--- config.mk ---
export PLATFORM = sky130hd
export DESIGN_NAME = gpio_port_segmux
export DESIGN_NICKNAME = d
export VERILOG_FILES = /design/src/pkg/port_pkg.sv /design/src/pkg/pin_mux_if.sv /design/src/hdl/port_pin_mux.sv /design/src/hdl/gpio_port_segmux.sv
export VERILOG_INCLUDE_DIRS = /design/src /design/src/pkg
export SDC_FILE = /design/constraint.sdc
export NUM_CORES = 1
export LEC_CHECK = 0
export BUFFER_PORTS_ARGS = -buffer_cell sky130_fd_sc_hd__buf_2
export CAP_MARGIN = 20
export CORE_ASPECT_RATIO = 0.6
export CORE_MARGIN = 3
export CORE_UTILIZATION = 50
export CTS_CLUSTER_DIAMETER = 50
export CTS_CLUSTER_SIZE = 24
export DETAILED_ROUTE_END_ITERATION = 8
export PLACE_DENSITY = 0.84
export SYNTH_ARGS = -nofsm -noshare
export SYNTH_HDL_FRONTEND = slang
export SYNTH_HIERARCHICAL = 1
export SYNTH_SLANG_ARGS = --single-unit
--- constraint.sdc ---
create_clock -name sys_clk_i -period 3.2 [get_ports sys_clk_i]
set_clock_uncertainty 0.15 [all_clocks]
set_input_delay 0.64 -clock sys_clk_i [delete_from_list [all_inputs] [get_ports sys_clk_i]]
set_output_delay 0.64 -clock sys_clk_i [all_outputs]
set_load 0.01 [all_outputs]
--- src/pkg/port_cfg.svh ---
// Register map, reset values and bit positions of the eight-pin segment-muxed port
// Behaviour
// RULE1: Eight pins, each usable as input or output
// RULE2: Per-pin direction bit and output latch bit
// RULE3: Direction 0 drives latch; 1 reads pin
// RULE4: Writing pin level register updates latches
// RULE5: Each pin has own segment enable bit
// RULE6: Port function only while segment disabled
// RULE7: Segment overrides all; bits0-3 segments 47-44
// RULE8: Bit4 segment 40, bit5 segment 41
// RULE9: Capcomp nine/eight outputs beat latch, else capture
// RULE10: Enhanced PWM C/B outputs, optional shutdown tristate
// RULE11: Reset defaults pins to analog channels listed
// RULE12: Analog select leaves digital input path alone
// RULE13: Bits4/5 feed comparator two, direction-independent
// RULE14: Port present only in large configuration
// RULE15: Latch register reads stored latch values
// RULE16: Reset sets directions to input, analog on
`ifndef PORT_CFG_SVH
`define PORT_CFG_SVH

// Byte offsets inside the block window
`define OFS_PIN_LEVEL 8'h00
`define OFS_OUTPUT_LATCH 8'h04
`define OFS_DIRECTION 8'h08
`define OFS_SEGMENT_ENABLE 8'h0C
`define OFS_ANALOG_LOW 8'h10
`define OFS_ANALOG_HIGH 8'h14
`define OFS_HIZ_CONFIG 8'h18

// Reset values
`define RST_DIRECTION 8'hFF
`define RST_LATCH 8'h00
`define RST_SEGMENT_ENABLE 8'h00
`define RST_ANALOG_LOW 8'hFF
`define RST_ANALOG_HIGH 8'hFF
`define RST_HIZ_CONFIG 8'h00

// Pins shared with capture/compare and comparator two
`define BIT_CAPCOMP_NINE 4
`define BIT_CAPCOMP_EIGHT 5

// Shutdown tristate configuration fields
`define HIZ_C_BIT 0
`define HIZ_B_BIT 1

// Pins below this index take segments counted downward
`define SEG_SPLIT_PIN 4

`endif

--- src/pkg/port_pkg.sv ---
// Types shared by the port top and its pin multiplexer
`default_nettype none
package port_pkg;
	// Bus word
	typedef logic [31:0] word_t;
	// Bus slave phases
	typedef enum logic [1:0] {
		ST_IDLE = 2'b00,
		ST_WRITE = 2'b01,
		ST_RD_WAIT = 2'b10,
		ST_RD_DONE = 2'b11
	} bus_state_t;
endpackage
`default_nettype wire

--- src/pkg/pin_mux_if.sv ---
// Carrier between the port control logic and the pin multiplexer
`timescale 1ns/1ns
`default_nettype none
interface pin_mux_if #(parameter int PIN_COUNT = 8);
	logic [PIN_COUNT-1:0] seg_en; // Segment enabled per pin
	logic [PIN_COUNT-1:0] seg_val; // Segment drive per pin
	logic [PIN_COUNT-1:0] dir; // Direction, 1 is input
	logic [PIN_COUNT-1:0] latch; // Output latch
	logic [PIN_COUNT-1:0] alt_en; // Peripheral output active
	logic [PIN_COUNT-1:0] alt_val; // Peripheral output value
	logic [PIN_COUNT-1:0] alt_hiz; // Peripheral asks for tristate
	logic [PIN_COUNT-1:0] drv_val; // Resulting pin value
	logic [PIN_COUNT-1:0] drv_en; // Resulting pin enable
	// Control side
	modport ctrl (output seg_en, seg_val, dir, latch, alt_en, alt_val, alt_hiz,
		input drv_val, drv_en);
	// Multiplexer side
	modport mux (input seg_en, seg_val, dir, latch, alt_en, alt_val, alt_hiz,
		output drv_val, drv_en);
endinterface
`default_nettype wire

--- src/hdl/port_pin_mux.sv ---
// Per-pin output priority: segment, then peripheral, then latch
`timescale 1ns/1ns
`default_nettype none
module port_pin_mux #(
	parameter int PIN_COUNT = 8
) (
	// Pin control and result
	pin_mux_if.mux pm
);
	import port_pkg::*;

	// One copy of the priority chain per pin
	for (genvar i = 0; i < PIN_COUNT; i++) begin : g_pin
		always_comb begin
			if (pm.seg_en[i]) begin
				// Segment takes the pin over whatever else is set
				pm.drv_en[i] = 1'b1; // RULE7
				pm.drv_val[i] = pm.seg_val[i]; // RULE7
			end else if (!pm.dir[i]) begin
				// Output direction; shutdown may float the pin
				if (pm.alt_hiz[i]) begin
					pm.drv_en[i] = 1'b0; // RULE10
					pm.drv_val[i] = 1'b0;
				end else begin
					pm.drv_en[i] = 1'b1; // RULE3
					// Peripheral output wins over latch data
					pm.drv_val[i] = pm.alt_en[i] ? pm.alt_val[i] : pm.latch[i]; // RULE9
				end
			end else begin
				// Input direction leaves the pin undriven
				pm.drv_en[i] = 1'b0; // RULE3
				pm.drv_val[i] = 1'b0;
			end
		end
	end
endmodule
`default_nettype wire

--- src/hdl/gpio_port_segmux.sv ---
// Eight-pin bidirectional port with segment, analog and peripheral sharing
`timescale 1ns/1ns
`default_nettype none
`include "port_cfg.svh"
module gpio_port_segmux #(
	parameter bit PORT_PRESENT = 1'b1, // Large package configuration
	parameter int PIN_COUNT = 8
) (
	// Clock and reset
	input wire logic sys_clk_i,
	input wire logic rst_i,
	// AHB-Lite slave
	input wire logic hsel_i,
	input wire port_pkg::word_t haddr_i,
	input wire logic [1:0] htrans_i,
	input wire logic hwrite_i,
	input wire logic [2:0] hsize_i,
	input wire port_pkg::word_t hwdata_i,
	input wire logic hready_i,
	output port_pkg::word_t hrdata_o,
	output logic hreadyout_o,
	output logic hresp_o,
	// Port pins
	input wire logic [PIN_COUNT-1:0] pin_i,
	output logic [PIN_COUNT-1:0] pin_o,
	output logic [PIN_COUNT-1:0] pin_oe_o,
	// Segment drives, index is segment number minus 40
	input wire logic [PIN_COUNT-1:0] segment_drive_i,
	// Capture/compare channels nine and eight
	input wire logic capcomp_channel_nine_out_i,
	input wire logic capcomp_channel_nine_en_i,
	input wire logic capcomp_channel_eight_out_i,
	input wire logic capcomp_channel_eight_en_i,
	output logic capcomp_channel_nine_capture_o,
	output logic capcomp_channel_eight_capture_o,
	// Enhanced PWM three outputs C and B
	input wire logic epwm_three_out_c_i,
	input wire logic epwm_three_out_c_en_i,
	input wire logic epwm_three_out_b_i,
	input wire logic epwm_three_out_b_en_i,
	input wire logic epwm_shutdown_i,
	// Comparator two inputs
	output logic comparator_two_in_c_o,
	output logic comparator_two_in_d_o,
	// Analog channel select per pin
	output logic [PIN_COUNT-1:0] analog_sel_o
);
	import port_pkg::*;

	// Software-visible registers
	logic [PIN_COUNT-1:0] port_output_latch_q; // Output latch
	logic [PIN_COUNT-1:0] port_direction_q; // Direction, 1 is input
	logic [7:0] segment_enable_group_five_q; // Segments 40 to 47
	logic [7:0] analog_select_low_q; // Channels 8 to 15
	logic [7:0] analog_select_high_q; // Channels 16 to 23
	logic [7:0] hiz_config_q; // Shutdown tristate choice
	// Sampled pin levels
	logic [PIN_COUNT-1:0] pin_level_q;
	// Bus slave state
	bus_state_t state_q;
	logic [7:0] addr_q; // Captured address offset
	logic size_ok_q; // Captured size was a whole word
	word_t hrdata_q;
	logic hready_q;
	// Registered outputs
	logic [PIN_COUNT-1:0] pin_o_q;
	logic [PIN_COUNT-1:0] pin_oe_q;
	logic nine_cap_q;
	logic eight_cap_q;
	logic comp_c_q;
	logic comp_d_q;
	logic [PIN_COUNT-1:0] analog_sel_q;
	// Per-pin decoded controls
	logic [PIN_COUNT-1:0] seg_en_pin;
	logic [PIN_COUNT-1:0] ana_pin;
	// Address phase taken this edge
	logic take_addr;

	// Multiplexer carrier
	pin_mux_if #(.PIN_COUNT(PIN_COUNT)) pm ();

	// Segment enable bit serving a pin: low pins count down from 47
	function automatic int seg_bit(input int pin);
		if (pin < `SEG_SPLIT_PIN) begin
			return 7 - pin; // RULE7
		end else begin
			return pin - `SEG_SPLIT_PIN; // RULE8
		end
	endfunction

	// Analog select bit for a pin, positions 8 and up mean the high register
	function automatic int ana_bit(input int pin);
		if (pin < `SEG_SPLIT_PIN) begin
			return 15 - pin; // RULE11
		end else begin
			return pin; // RULE11
		end
	endfunction

	// Decode segment and analog selects for every pin
	for (genvar i = 0; i < PIN_COUNT; i++) begin : g_decode
		localparam int SB = seg_bit(i);
		localparam int AB = ana_bit(i);
		assign seg_en_pin[i] = segment_enable_group_five_q[SB]; // RULE5
		if (AB > 7) begin : g_high
			assign ana_pin[i] = analog_select_high_q[AB-8];
		end else begin : g_low
			assign ana_pin[i] = analog_select_low_q[AB];
		end
		assign pm.seg_val[i] = segment_drive_i[SB];
	end

	// Feed the multiplexer from registers and peripherals
	assign pm.seg_en = seg_en_pin; // RULE6
	assign pm.dir = port_direction_q; // RULE2
	assign pm.latch = port_output_latch_q;
	always_comb begin
		pm.alt_en = '0;
		pm.alt_val = '0;
		pm.alt_hiz = '0;
		// Channel nine first, enhanced PWM C behind it
		pm.alt_en[`BIT_CAPCOMP_NINE] = capcomp_channel_nine_en_i | epwm_three_out_c_en_i; // RULE9
		pm.alt_val[`BIT_CAPCOMP_NINE] = capcomp_channel_nine_en_i ?
			capcomp_channel_nine_out_i : epwm_three_out_c_i; // RULE10
		pm.alt_hiz[`BIT_CAPCOMP_NINE] = !capcomp_channel_nine_en_i & epwm_three_out_c_en_i &
			epwm_shutdown_i & hiz_config_q[`HIZ_C_BIT]; // RULE10
		// Channel eight first, enhanced PWM B behind it
		pm.alt_en[`BIT_CAPCOMP_EIGHT] = capcomp_channel_eight_en_i | epwm_three_out_b_en_i; // RULE9
		pm.alt_val[`BIT_CAPCOMP_EIGHT] = capcomp_channel_eight_en_i ?
			capcomp_channel_eight_out_i : epwm_three_out_b_i; // RULE10
		pm.alt_hiz[`BIT_CAPCOMP_EIGHT] = !capcomp_channel_eight_en_i & epwm_three_out_b_en_i &
			epwm_shutdown_i & hiz_config_q[`HIZ_B_BIT]; // RULE10
	end

	// Pin priority chain
	port_pin_mux #(.PIN_COUNT(PIN_COUNT)) u_mux (
		.pm(pm.mux)
	);

	// A valid transfer starts when selected, non-idle and bus ready
	assign take_addr = hsel_i & htrans_i[1] & hready_i;

	// Pins are synchronous; one register stage for the read path
	always_ff @(posedge sys_clk_i) begin
		if (rst_i) begin
			pin_level_q <= '0;
		end else begin
			// Digital input path is never gated by analog selects
			pin_level_q <= pin_i; // RULE12
		end
	end

	// Bus slave sequencing; reads insert one wait so writes land first
	always_ff @(posedge sys_clk_i) begin
		if (rst_i) begin
			state_q <= ST_IDLE;
			addr_q <= 8'h00;
			size_ok_q <= 1'b0;
			hready_q <= 1'b1;
		end else begin
			case (state_q)
				ST_RD_WAIT: begin
					// Read data is being formed; release the bus next
					hready_q <= 1'b1;
					state_q <= ST_RD_DONE;
				end
				default: begin
					// Idle, write data or read data phase: accept a new address
					if (take_addr) begin
						addr_q <= haddr_i[7:0];
						size_ok_q <= (hsize_i == 3'h2);
						if (hwrite_i) begin
							state_q <= ST_WRITE;
						end else begin
							hready_q <= 1'b0;
							state_q <= ST_RD_WAIT;
						end
					end else begin
						state_q <= ST_IDLE;
					end
				end
			endcase
		end
	end

	// Register writes in the write data phase
	always_ff @(posedge sys_clk_i) begin
		if (rst_i) begin
			port_output_latch_q <= `RST_LATCH;
			port_direction_q <= `RST_DIRECTION; // RULE16
			segment_enable_group_five_q <= `RST_SEGMENT_ENABLE;
			analog_select_low_q <= `RST_ANALOG_LOW; // RULE16
			analog_select_high_q <= `RST_ANALOG_HIGH; // RULE11
			hiz_config_q <= `RST_HIZ_CONFIG;
		end else if (state_q == ST_WRITE && size_ok_q && PORT_PRESENT) begin
			// Offset decode; unmapped writes are dropped
			if (addr_q == `OFS_PIN_LEVEL) begin
				port_output_latch_q <= hwdata_i[PIN_COUNT-1:0]; // RULE4
			end else if (addr_q == `OFS_OUTPUT_LATCH) begin
				port_output_latch_q <= hwdata_i[PIN_COUNT-1:0]; // RULE2
			end else if (addr_q == `OFS_DIRECTION) begin
				port_direction_q <= hwdata_i[PIN_COUNT-1:0]; // RULE1
			end else if (addr_q == `OFS_SEGMENT_ENABLE) begin
				segment_enable_group_five_q <= hwdata_i[7:0]; // RULE5
			end else if (addr_q == `OFS_ANALOG_LOW) begin
				analog_select_low_q <= hwdata_i[7:0];
			end else if (addr_q == `OFS_ANALOG_HIGH) begin
				analog_select_high_q <= hwdata_i[7:0];
			end else if (addr_q == `OFS_HIZ_CONFIG) begin
				hiz_config_q <= {6'h00, hwdata_i[1:0]};
			end
		end
	end

	// Read data formed in the wait cycle from settled registers
	always_ff @(posedge sys_clk_i) begin
		if (rst_i) begin
			hrdata_q <= 32'h00000000;
		end else if (state_q == ST_RD_WAIT) begin
			// An absent port reads as zero everywhere
			if (!PORT_PRESENT) begin
				hrdata_q <= 32'h00000000; // RULE14
			end else if (addr_q == `OFS_PIN_LEVEL) begin
				hrdata_q <= {24'h000000, pin_level_q}; // RULE3
			end else if (addr_q == `OFS_OUTPUT_LATCH) begin
				hrdata_q <= {24'h000000, port_output_latch_q}; // RULE15
			end else if (addr_q == `OFS_DIRECTION) begin
				hrdata_q <= {24'h000000, port_direction_q};
			end else if (addr_q == `OFS_SEGMENT_ENABLE) begin
				hrdata_q <= {24'h000000, segment_enable_group_five_q};
			end else if (addr_q == `OFS_ANALOG_LOW) begin
				hrdata_q <= {24'h000000, analog_select_low_q};
			end else if (addr_q == `OFS_ANALOG_HIGH) begin
				hrdata_q <= {24'h000000, analog_select_high_q};
			end else if (addr_q == `OFS_HIZ_CONFIG) begin
				hrdata_q <= {24'h000000, hiz_config_q};
			end else begin
				// Unmapped offsets read zero with OKAY
				hrdata_q <= 32'h00000000;
			end
		end
	end

	// Pin drivers registered so outputs come from flops
	always_ff @(posedge sys_clk_i) begin
		if (rst_i) begin
			pin_o_q <= '0;
			pin_oe_q <= '0; // RULE16
		end else if (!PORT_PRESENT) begin
			// Smaller configuration: nothing reaches the pins
			pin_o_q <= '0; // RULE14
			pin_oe_q <= '0;
		end else begin
			pin_o_q <= pm.drv_val;
			pin_oe_q <= pm.drv_en; // RULE3
		end
	end

	// Peripheral inputs taken from the pins
	always_ff @(posedge sys_clk_i) begin
		if (rst_i) begin
			nine_cap_q <= 1'b0;
			eight_cap_q <= 1'b0;
			comp_c_q <= 1'b0;
			comp_d_q <= 1'b0;
		end else begin
			// Capture only in input direction and with the segment off
			nine_cap_q <= PORT_PRESENT & port_direction_q[`BIT_CAPCOMP_NINE] &
				!seg_en_pin[`BIT_CAPCOMP_NINE] & pin_i[`BIT_CAPCOMP_NINE]; // RULE9
			eight_cap_q <= PORT_PRESENT & port_direction_q[`BIT_CAPCOMP_EIGHT] &
				!seg_en_pin[`BIT_CAPCOMP_EIGHT] & pin_i[`BIT_CAPCOMP_EIGHT]; // RULE9
			// Comparator ignores direction; a segment still cuts it off
			comp_c_q <= PORT_PRESENT & !seg_en_pin[`BIT_CAPCOMP_NINE] &
				pin_i[`BIT_CAPCOMP_NINE]; // RULE13
			comp_d_q <= PORT_PRESENT & !seg_en_pin[`BIT_CAPCOMP_EIGHT] &
				pin_i[`BIT_CAPCOMP_EIGHT]; // RULE13
		end
	end

	// Analog selects per pin, dropped while a segment owns the pin
	always_ff @(posedge sys_clk_i) begin
		if (rst_i) begin
			analog_sel_q <= '0;
		end else if (!PORT_PRESENT) begin
			analog_sel_q <= '0; // RULE14
		end else begin
			analog_sel_q <= ana_pin & ~seg_en_pin; // RULE7
		end
	end

	// Output ports
	assign hrdata_o = hrdata_q;
	assign hreadyout_o = hready_q;
	assign hresp_o = 1'b0;
	assign pin_o = pin_o_q;
	assign pin_oe_o = pin_oe_q;
	assign capcomp_channel_nine_capture_o = nine_cap_q;
	assign capcomp_channel_eight_capture_o = eight_cap_q;
	assign comparator_two_in_c_o = comp_c_q;
	assign comparator_two_in_d_o = comp_d_q;
	assign analog_sel_o = analog_sel_q;
endmodule
`default_nettype wire

==> impl_metrics.json, run 1 <==
{
  "whs_ns": 0.297,
  "yosys-top-cells-count": "dfxtp_1, nor2_1, nor2b_1",
  "pwr-share-seq_pct": 51.2,
  "worst_pin_slew_ns": 0.859,
  "cp-start-kind": "flop",
  "nets": 655,
  "r2r_start": "addr_q[3]",
  "period_needed_ns": 2.42,
  "seq_area_um2": 1960,
  "crit_type": "reg -> reg",
  "yosys.cell_types.count": 38,
  "grt_max_degree": 49,
  "worst_hold_path_type": "reg -> reg",
  "antennaDiodeCount": 0,
  "synth_top_cells_by_area": "dfxtp_1, mux2i_1, nor2b_1",
  "yosysMostFrequentCell": "dfxtp_1",
  "fin_setup_tns_ns": 0,
  "die_area_um2": 9910,
  "synth_edf_count": 0,
  "r2r_cells": 3,
  "rsz0062_at_grt": "no",
  "port_buffers": 86,
  "drv_slew": 0,
  "ys_seq_area_share_pct": 45.0,
  "grt_overflow": 0,
  "core_um2": 8160,
  "slew_headroom_pct": 42.7,
  "setup_viol_count_final": 0,
  "ys_warn_count": 6,
  "clk_pin_slew_worst_paths_ns": 0.06,
  "finalCritPeriodShare_pct": 75.6,
  "grt_antenna_before_repair": 0,
  "place_area_um2": 4830,
  "status": "completed",
  "fmax_mhz": 413,
  "gp_congestion": 0.832,
  "power.switching_mw": 0.568,
  "power_density_nw_per_um2": 479,
  "startpoint": "addr_q[3]",
  "postCtsHoldBufs": 0,
  "combinationalPowerShare_pct": 8.1,
  "area_delta_synth_final_pct": 17.2,
  "clock-sinks": 98,
  "rr_endpoint": "analog_select_high_q[7]",
  "path_max_fanout": 22,
  "start_util_pct": 53.4,
  "worst_slack_ns": 0.779,
  "via_per_inst": 5.39,
  "multi_input_area_um2": 2250,
  "post_cts_buffers": 0,
  "postSynthCellCount": 458,
  "synthesis.area_um2": 4360,
  "clkPwrFrac_pct": 40.8,
  "rows": 25,
  "p_total_mw": 2.45,
  "required_ns": 3.28,
  "finalHoldViolCount": 0,
  "num_vias": 3603,
  "synth-async-reset-ratio_pct": 0,
  "drive_gt1_share_pct": 22.0,
  "synth_area_leader_cell": "dfxtp_1",
  "synth_top_area_share_pct": 45.0,
  "drv_cap": 0,
  "drtAntennaViolNets": 0,
  "grt_first_pass_wirelength_mm": 17.3,
  "tritoncts": "yes",
  "p_leak_nw": 2.32,
  "clock_latency_ns": 0.34,
  "syn_avg_cell_area_um2": 9.52,
  "drt_first_pass_iters": 5,
  "hpwl_mm": 7.74,
  "irDropWorstVdd_uv": 303,
  "intPower_mw": 1.88,
  "wire_per_inst_um": 15.9,
  "drtIter0Drc": 308,
  "die_w_um": 127,
  "cp-end-kind": "flop",
  "drc_errors": 0,
  "cts_buffer_depth": 2,
  "synthFlopType": "dfxtp_1",
  "nFillCells": 700,
  "stdcell_area_um2": 5110,
  "place_ws_ns": 0.860,
  "cts_resized": 0,
  "grt_pass1_vias": 3426,
  "reg2reg_slack_ns": 0.78,
  "swShare_pct": 23.2,
  "cp_data_arrival_time_ns": 2.50,
  "h-tree-depth": 3,
  "cts-buffers-inserted": 9,
  "wl_mm": 10.6,
  "endpoint": "analog_select_high_q[7]",
  "ys_ff_latch": 98,
  "die_h_um": 78.3,
  "ios": 161,
  "root_buffer": "clkbuf_16",
  "grt.total_usage_pct": 21.9
}
-- per-layer routing --
layer / track usage (%) / wire length, µm / vias up
li1: - / - / 1738
met1: 28.2 / 4670 / 1694
met2: 34.2 / 4690 / 156
met3: 8.23 / 1090 / 15
met4: 6.42 / 162 / 0
met5: 0 / 0 / -
-- cells in the final DEF, fill, tap and decap left out, types with 4 or more instances in the layout --
| master | netlist | layout |
|---|---|---|
| nand2_1 | 26 | 26 |
| and2_1 | 5 | 5 |
| clkbuf_16 | 0 | 9 |
| o22ai_1 | 14 | 14 |
| nor2_1 | 43 | 43 |
| o31a_1 | 6 | 6 |
| conb_1 | 1 | 49 |
| o41ai_2 | 8 | 8 |
| inv_1 | 8 | 8 |
| nand3_1 | 4 | 4 |
| mux2_2 | 4 | 4 |
| mux2i_1 | 34 | 34 |
| o21bai_1 | 8 | 8 |
| dfxtp_1 | 98 | 98 |
| o2bb2ai_1 | 8 | 8 |
| nor3b_1 | 8 | 8 |
| a21oi_1 | 25 | 25 |
| buf_2 | 8 | 86 |
| a211o_1 | 24 | 24 |
| nor2b_1 | 41 | 41 |
| o21ai_0 | 11 | 11 |
| nand2b_1 | 8 | 8 |
| a22o_1 | 4 | 4 |
-- critical path, cell delays in order (launching register included) --
cell,delay (ns)
dfxtp_1,0.59
nor2b_1,0.35
nand4_1,0.70
a211o_1,0.51
-- power groups by stage --
stage	combinational [mW]	clock [mW]	sequential, mW
2_1_floorplan	0.146	0	1.28
3_3_place_gp	0.189	0	1.28
3_5_place_dp	0.194	0	1.28
4_1_cts	0.195	1.01	1.25
5_1_grt	0.219	1.06	1.25
6_report	0.198	0.997	1.25
-- state kept, by name (all words and copies together) (netlist names), 8 cells and up --
register and flops:
pm.dir 8, analog_select_high_q 8, pin_oe_o 8, pin_level_q 8, pm.latch 8, segment_enable_group_five_q 8, hrdata_o 8, analog_sel_o 8
analog_select_low_q 8, pin_o 8, addr_q 8
-- cell type report --
class | instances | share of cell area [%]
flip-flops and latches | 98 | 38.4
clock buffers | 13 | 5.10
well taps | 108 | 2.65
repair buffers | 89 | 8.87
inverters | 8 | 0.588
clock inverters | 2 | 0.245
multi-input cells | 350 | 44.1
-- cell families after synthesis --
logic type             Yosys count  share of synthesized area (%)
multiplexers                    38                           8.84
flip-flops                      98                           45.0
other                            1                         0.0860
AND/OR/NAND/NOR                155                           19.7
AO/OA/AOI/OAI                  108                           18.9
buffers and inverters           58                           7.41
-- worst min-delay path by stage --
stage / from / slack [ns] / depth (start not counted) / endpoint
5_1_grt: hreadyout_o / 0.33 / 2 / hreadyout_o
2_1_floorplan: analog_select_low_q[0] / 0.28 / 1 / analog_select_low_q[0]
4_1_cts: hreadyout_o / 0.30 / 2 / hreadyout_o
3_3_place_gp: hreadyout_o / 0.28 / 2 / hreadyout_o
3_5_place_dp: hreadyout_o / 0.29 / 2 / hreadyout_o
6_report: hreadyout_o / 0.30 / 2 / hreadyout_o
-- metrics by stage --
stage	utilization, %	instances
after global placement	59.2	653
after detailed placement	59.2	653
final	62.6	668
after CTS	62.6	668
after floorplan	-	506
after global routing	62.6	668
Power figures use the tool's default switching activity.
==> run 2: changes to the inputs <==
ABC_AREA = 1   (was default)
CORE_UTILIZATION = 45   (was 50)
PLACE_DENSITY = 0.79   (was 0.84)
clock period = 2 ns   (was 3.2 ns; I/O delays follow)
==> run 2 against run 1 <==
Effect of this change:
- non-clock buffer count grew 8
- synthesized cell count rose by 41%
- utilization shrank 4.9 points
- clock power rose by 110%
- sequential power rose by 60%
- global-route usage fell by 2.1 points
- clock-buffer cell count down 3
- worst hold slack worse by 0.17 ns
- total power grew 84%
- routed wire length grew 1.2%
- critical path type unchanged
- largest cell class unchanged
==> impl_metrics.json, run 2 <==
{
  "path_max_fanout": 11,
  "crit_type": "reg -> reg",
  "area_delta_synth_final_pct": 21.4,
  "nets": 859,
  "finalHoldViolCount": 0,
  "cp_data_arrival_time_ns": 1.82,
  "syn_avg_cell_area_um2": 6.94,
  "wire_per_inst_um": 12.0,
  "antennaDiodeCount": 0,
  "drtIter0Drc": 280,
  "most-common-layout-cells": "nand2_1, dfxtp_1, inv_1, buf_2, nor2_1",
  "gp_congestion": 0.889,
  "drive_gt1_share_pct": 21.1,
  "grt_pass1_vias": 3627,
  "clock_latency_ns": 0.35,
  "root_buffer": "clkbuf_16",
  "worst_hold_path_type": "in -> reg",
  "cp-end-kind": "flop",
  "power_density_nw_per_um2": 827,
  "tritoncts": "yes",
  "period_needed_ns": 1.75,
  "ys_ff_latch": 98,
  "synth-async-reset-ratio_pct": 0,
  "post-place-cells": 879,
  "p_leak_nw": 2.83,
  "num_vias": 3990,
  "irDropWorstVdd_uv": 414,
  "multi_input_area_um2": 2040,
  "yosys-top-cells-count": "nand2_1, dfxtp_1, inv_1",
  "status": "completed",
  "grt_max_degree": 50,
  "synthesis.area_um2": 4480,
  "yosysMostFrequentCell": "nand2_1",
  "place_area_um2": 5070,
  "finalCritPeriodShare_pct": 87.4,
  "postSynthCellCount": 646,
  "drv_cap": 0,
  "grt_antenna_before_repair": 0,
  "drc_errors": 0,
  "clk_pin_slew_worst_paths_ns": 0.07,
  "port_buffers": 86,
  "yosys.cell_types.count": 29,
  "wl_mm": 10.7,
  "synth_edf_count": 0,
  "p_total_mw": 4.50,
  "grt.total_usage_pct": 19.8,
  "die_area_um2": 11200,
  "nFillCells": 918,
  "setup_viol_count_final": 0,
  "drtAntennaViolNets": 0,
  "drv_slew": 0,
  "core_um2": 9430,
  "clock-sinks": 98,
  "post_cts_buffers": 0,
  "ios": 161,
  "synth_top_cells_by_area": "dfxtp_1, nand2_1, inv_1",
  "cts_buffer_depth": 2,
  "synth_area_leader_cell": "dfxtp_1",
  "rows": 27,
  "die_w_um": 135,
  "via_per_inst": 4.46,
  "required_ns": 2.08,
  "grt_overflow": 0,
  "ys_warn_count": 6,
  "cp-start-kind": "flop",
  "final_common_cell": "nand2_1",
  "rsz0062_at_grt": "no",
  "fin_setup_tns_ns": 0,
  "whs_ns": 0.122,
  "cts-buffers-inserted": 9,
  "h-tree-depth": 3,
  "grt_first_pass_wirelength_mm": 17.7,
  "drt_first_pass_iters": 5,
  "fmax_mhz": 572,
  "synth_top_area_share_pct": 43.8,
  "hpwl_mm": 8.07,
  "seq_area_um2": 1960,
  "die_h_um": 83.3,
  "stdcell_area_um2": 5440,
  "ys_seq_area_share_pct": 43.8,
  "fin_cells": 894,
  "synthFlopType": "dfxtp_1",
  "start_util_pct": 47.5
}
## run 2: cell count changes after synthesis, sizes merged, moves of 18 or more
cell | previous run | this run
nor2b | 41 | 0
mux2i | 34 | 0
nor2 | 43 | 102
nand2 | 27 | 183
a211o | 24 | 0
inv | 8 | 104
nand3 | 5 | 39
o21ai | 11 | 29
## run 2: worst max-delay path, stage by stage, from the launching register on
cell	delay [ns]
dfxtp_1	0.30
inv_1	0.12
nand2_1	0.08
nor2_2	0.10
nand2_1	0.11
nor3_4	0.41
inv_1	0.19
nand2_1	0.10
nand3_1	0.06
## run 2: area by class of cell
| class | count | area share (%) |
|---|---|---|
| inverter | 105 | 7.27 |
| multi-input combinational | 449 | 37.4 |
| clock inverter | 5 | 2.35 |
| tap | 130 | 2.99 |
| timing repair buffer | 97 | 9.66 |
| sequential | 98 | 36.1 |
| clock buffer | 10 | 4.21 |
## run 2: cell families (layout without fill, tap and decap cells)
kind of cell           Yosys count  count (layout)  share of synthesized area [%]
AND/OR/NAND/NOR                340             340                           33.8
buffers and inverters          147             217                           14.9
flip-flops                      98              98                           43.8
AO/OA/AOI/OAI                   59              59                           7.18
other                            1              49                         0.0837
multiplexers                     1               1                          0.251
## run 2: through the flow
step	worst slack [ns]	util, %
2_1_floorplan	0.487	-
3_3_place_gp	0.0676	53.8
3_5_place_dp	0.0280	53.8
4_1_cts	0.0155	57.6
5_1_grt	0.0507	57.7
6_report	0.252	57.7
## run 2: repair_timing
action                     CTS  global route
gates resized for setup      0             1
setup endpoints to repair    0             6
hold buffers                 0             0
## run 2: path summary, 6_finish.rpt
kind,from,end,slack (ns),cells after the start
max,addr_q[7],analog_select_high_q[2],0.25,8
min,pin_i[7],pin_level_q[7],0.12,3
max reg2reg,addr_q[7],analog_select_high_q[2],0.25,8
min reg2reg,hrdata_o[0],hrdata_o[0],0.30,2
## run 2: power breakdown
group / switching, mW / total (mW) / internal (mW)
clock network: 0.729 / 2.07 / 1.34
registers: 0.0144 / 2.00 / 1.99
logic: 0.285 / 0.426 / 0.141
total: 1.03 / 4.50 / 3.47
## run 2: routing by layer
metal | part of all wire (%) | vias to the layer above | global-route usage (%)
met3 | 9.6 | 7 | 6.72
met4 | 0.50 | 0 | 3.14
met5 | 0 | - | 0
met1 | 52 | 1727 | 30.3
met2 | 38 | 145 | 26.9
li1 | - | 2111 | -
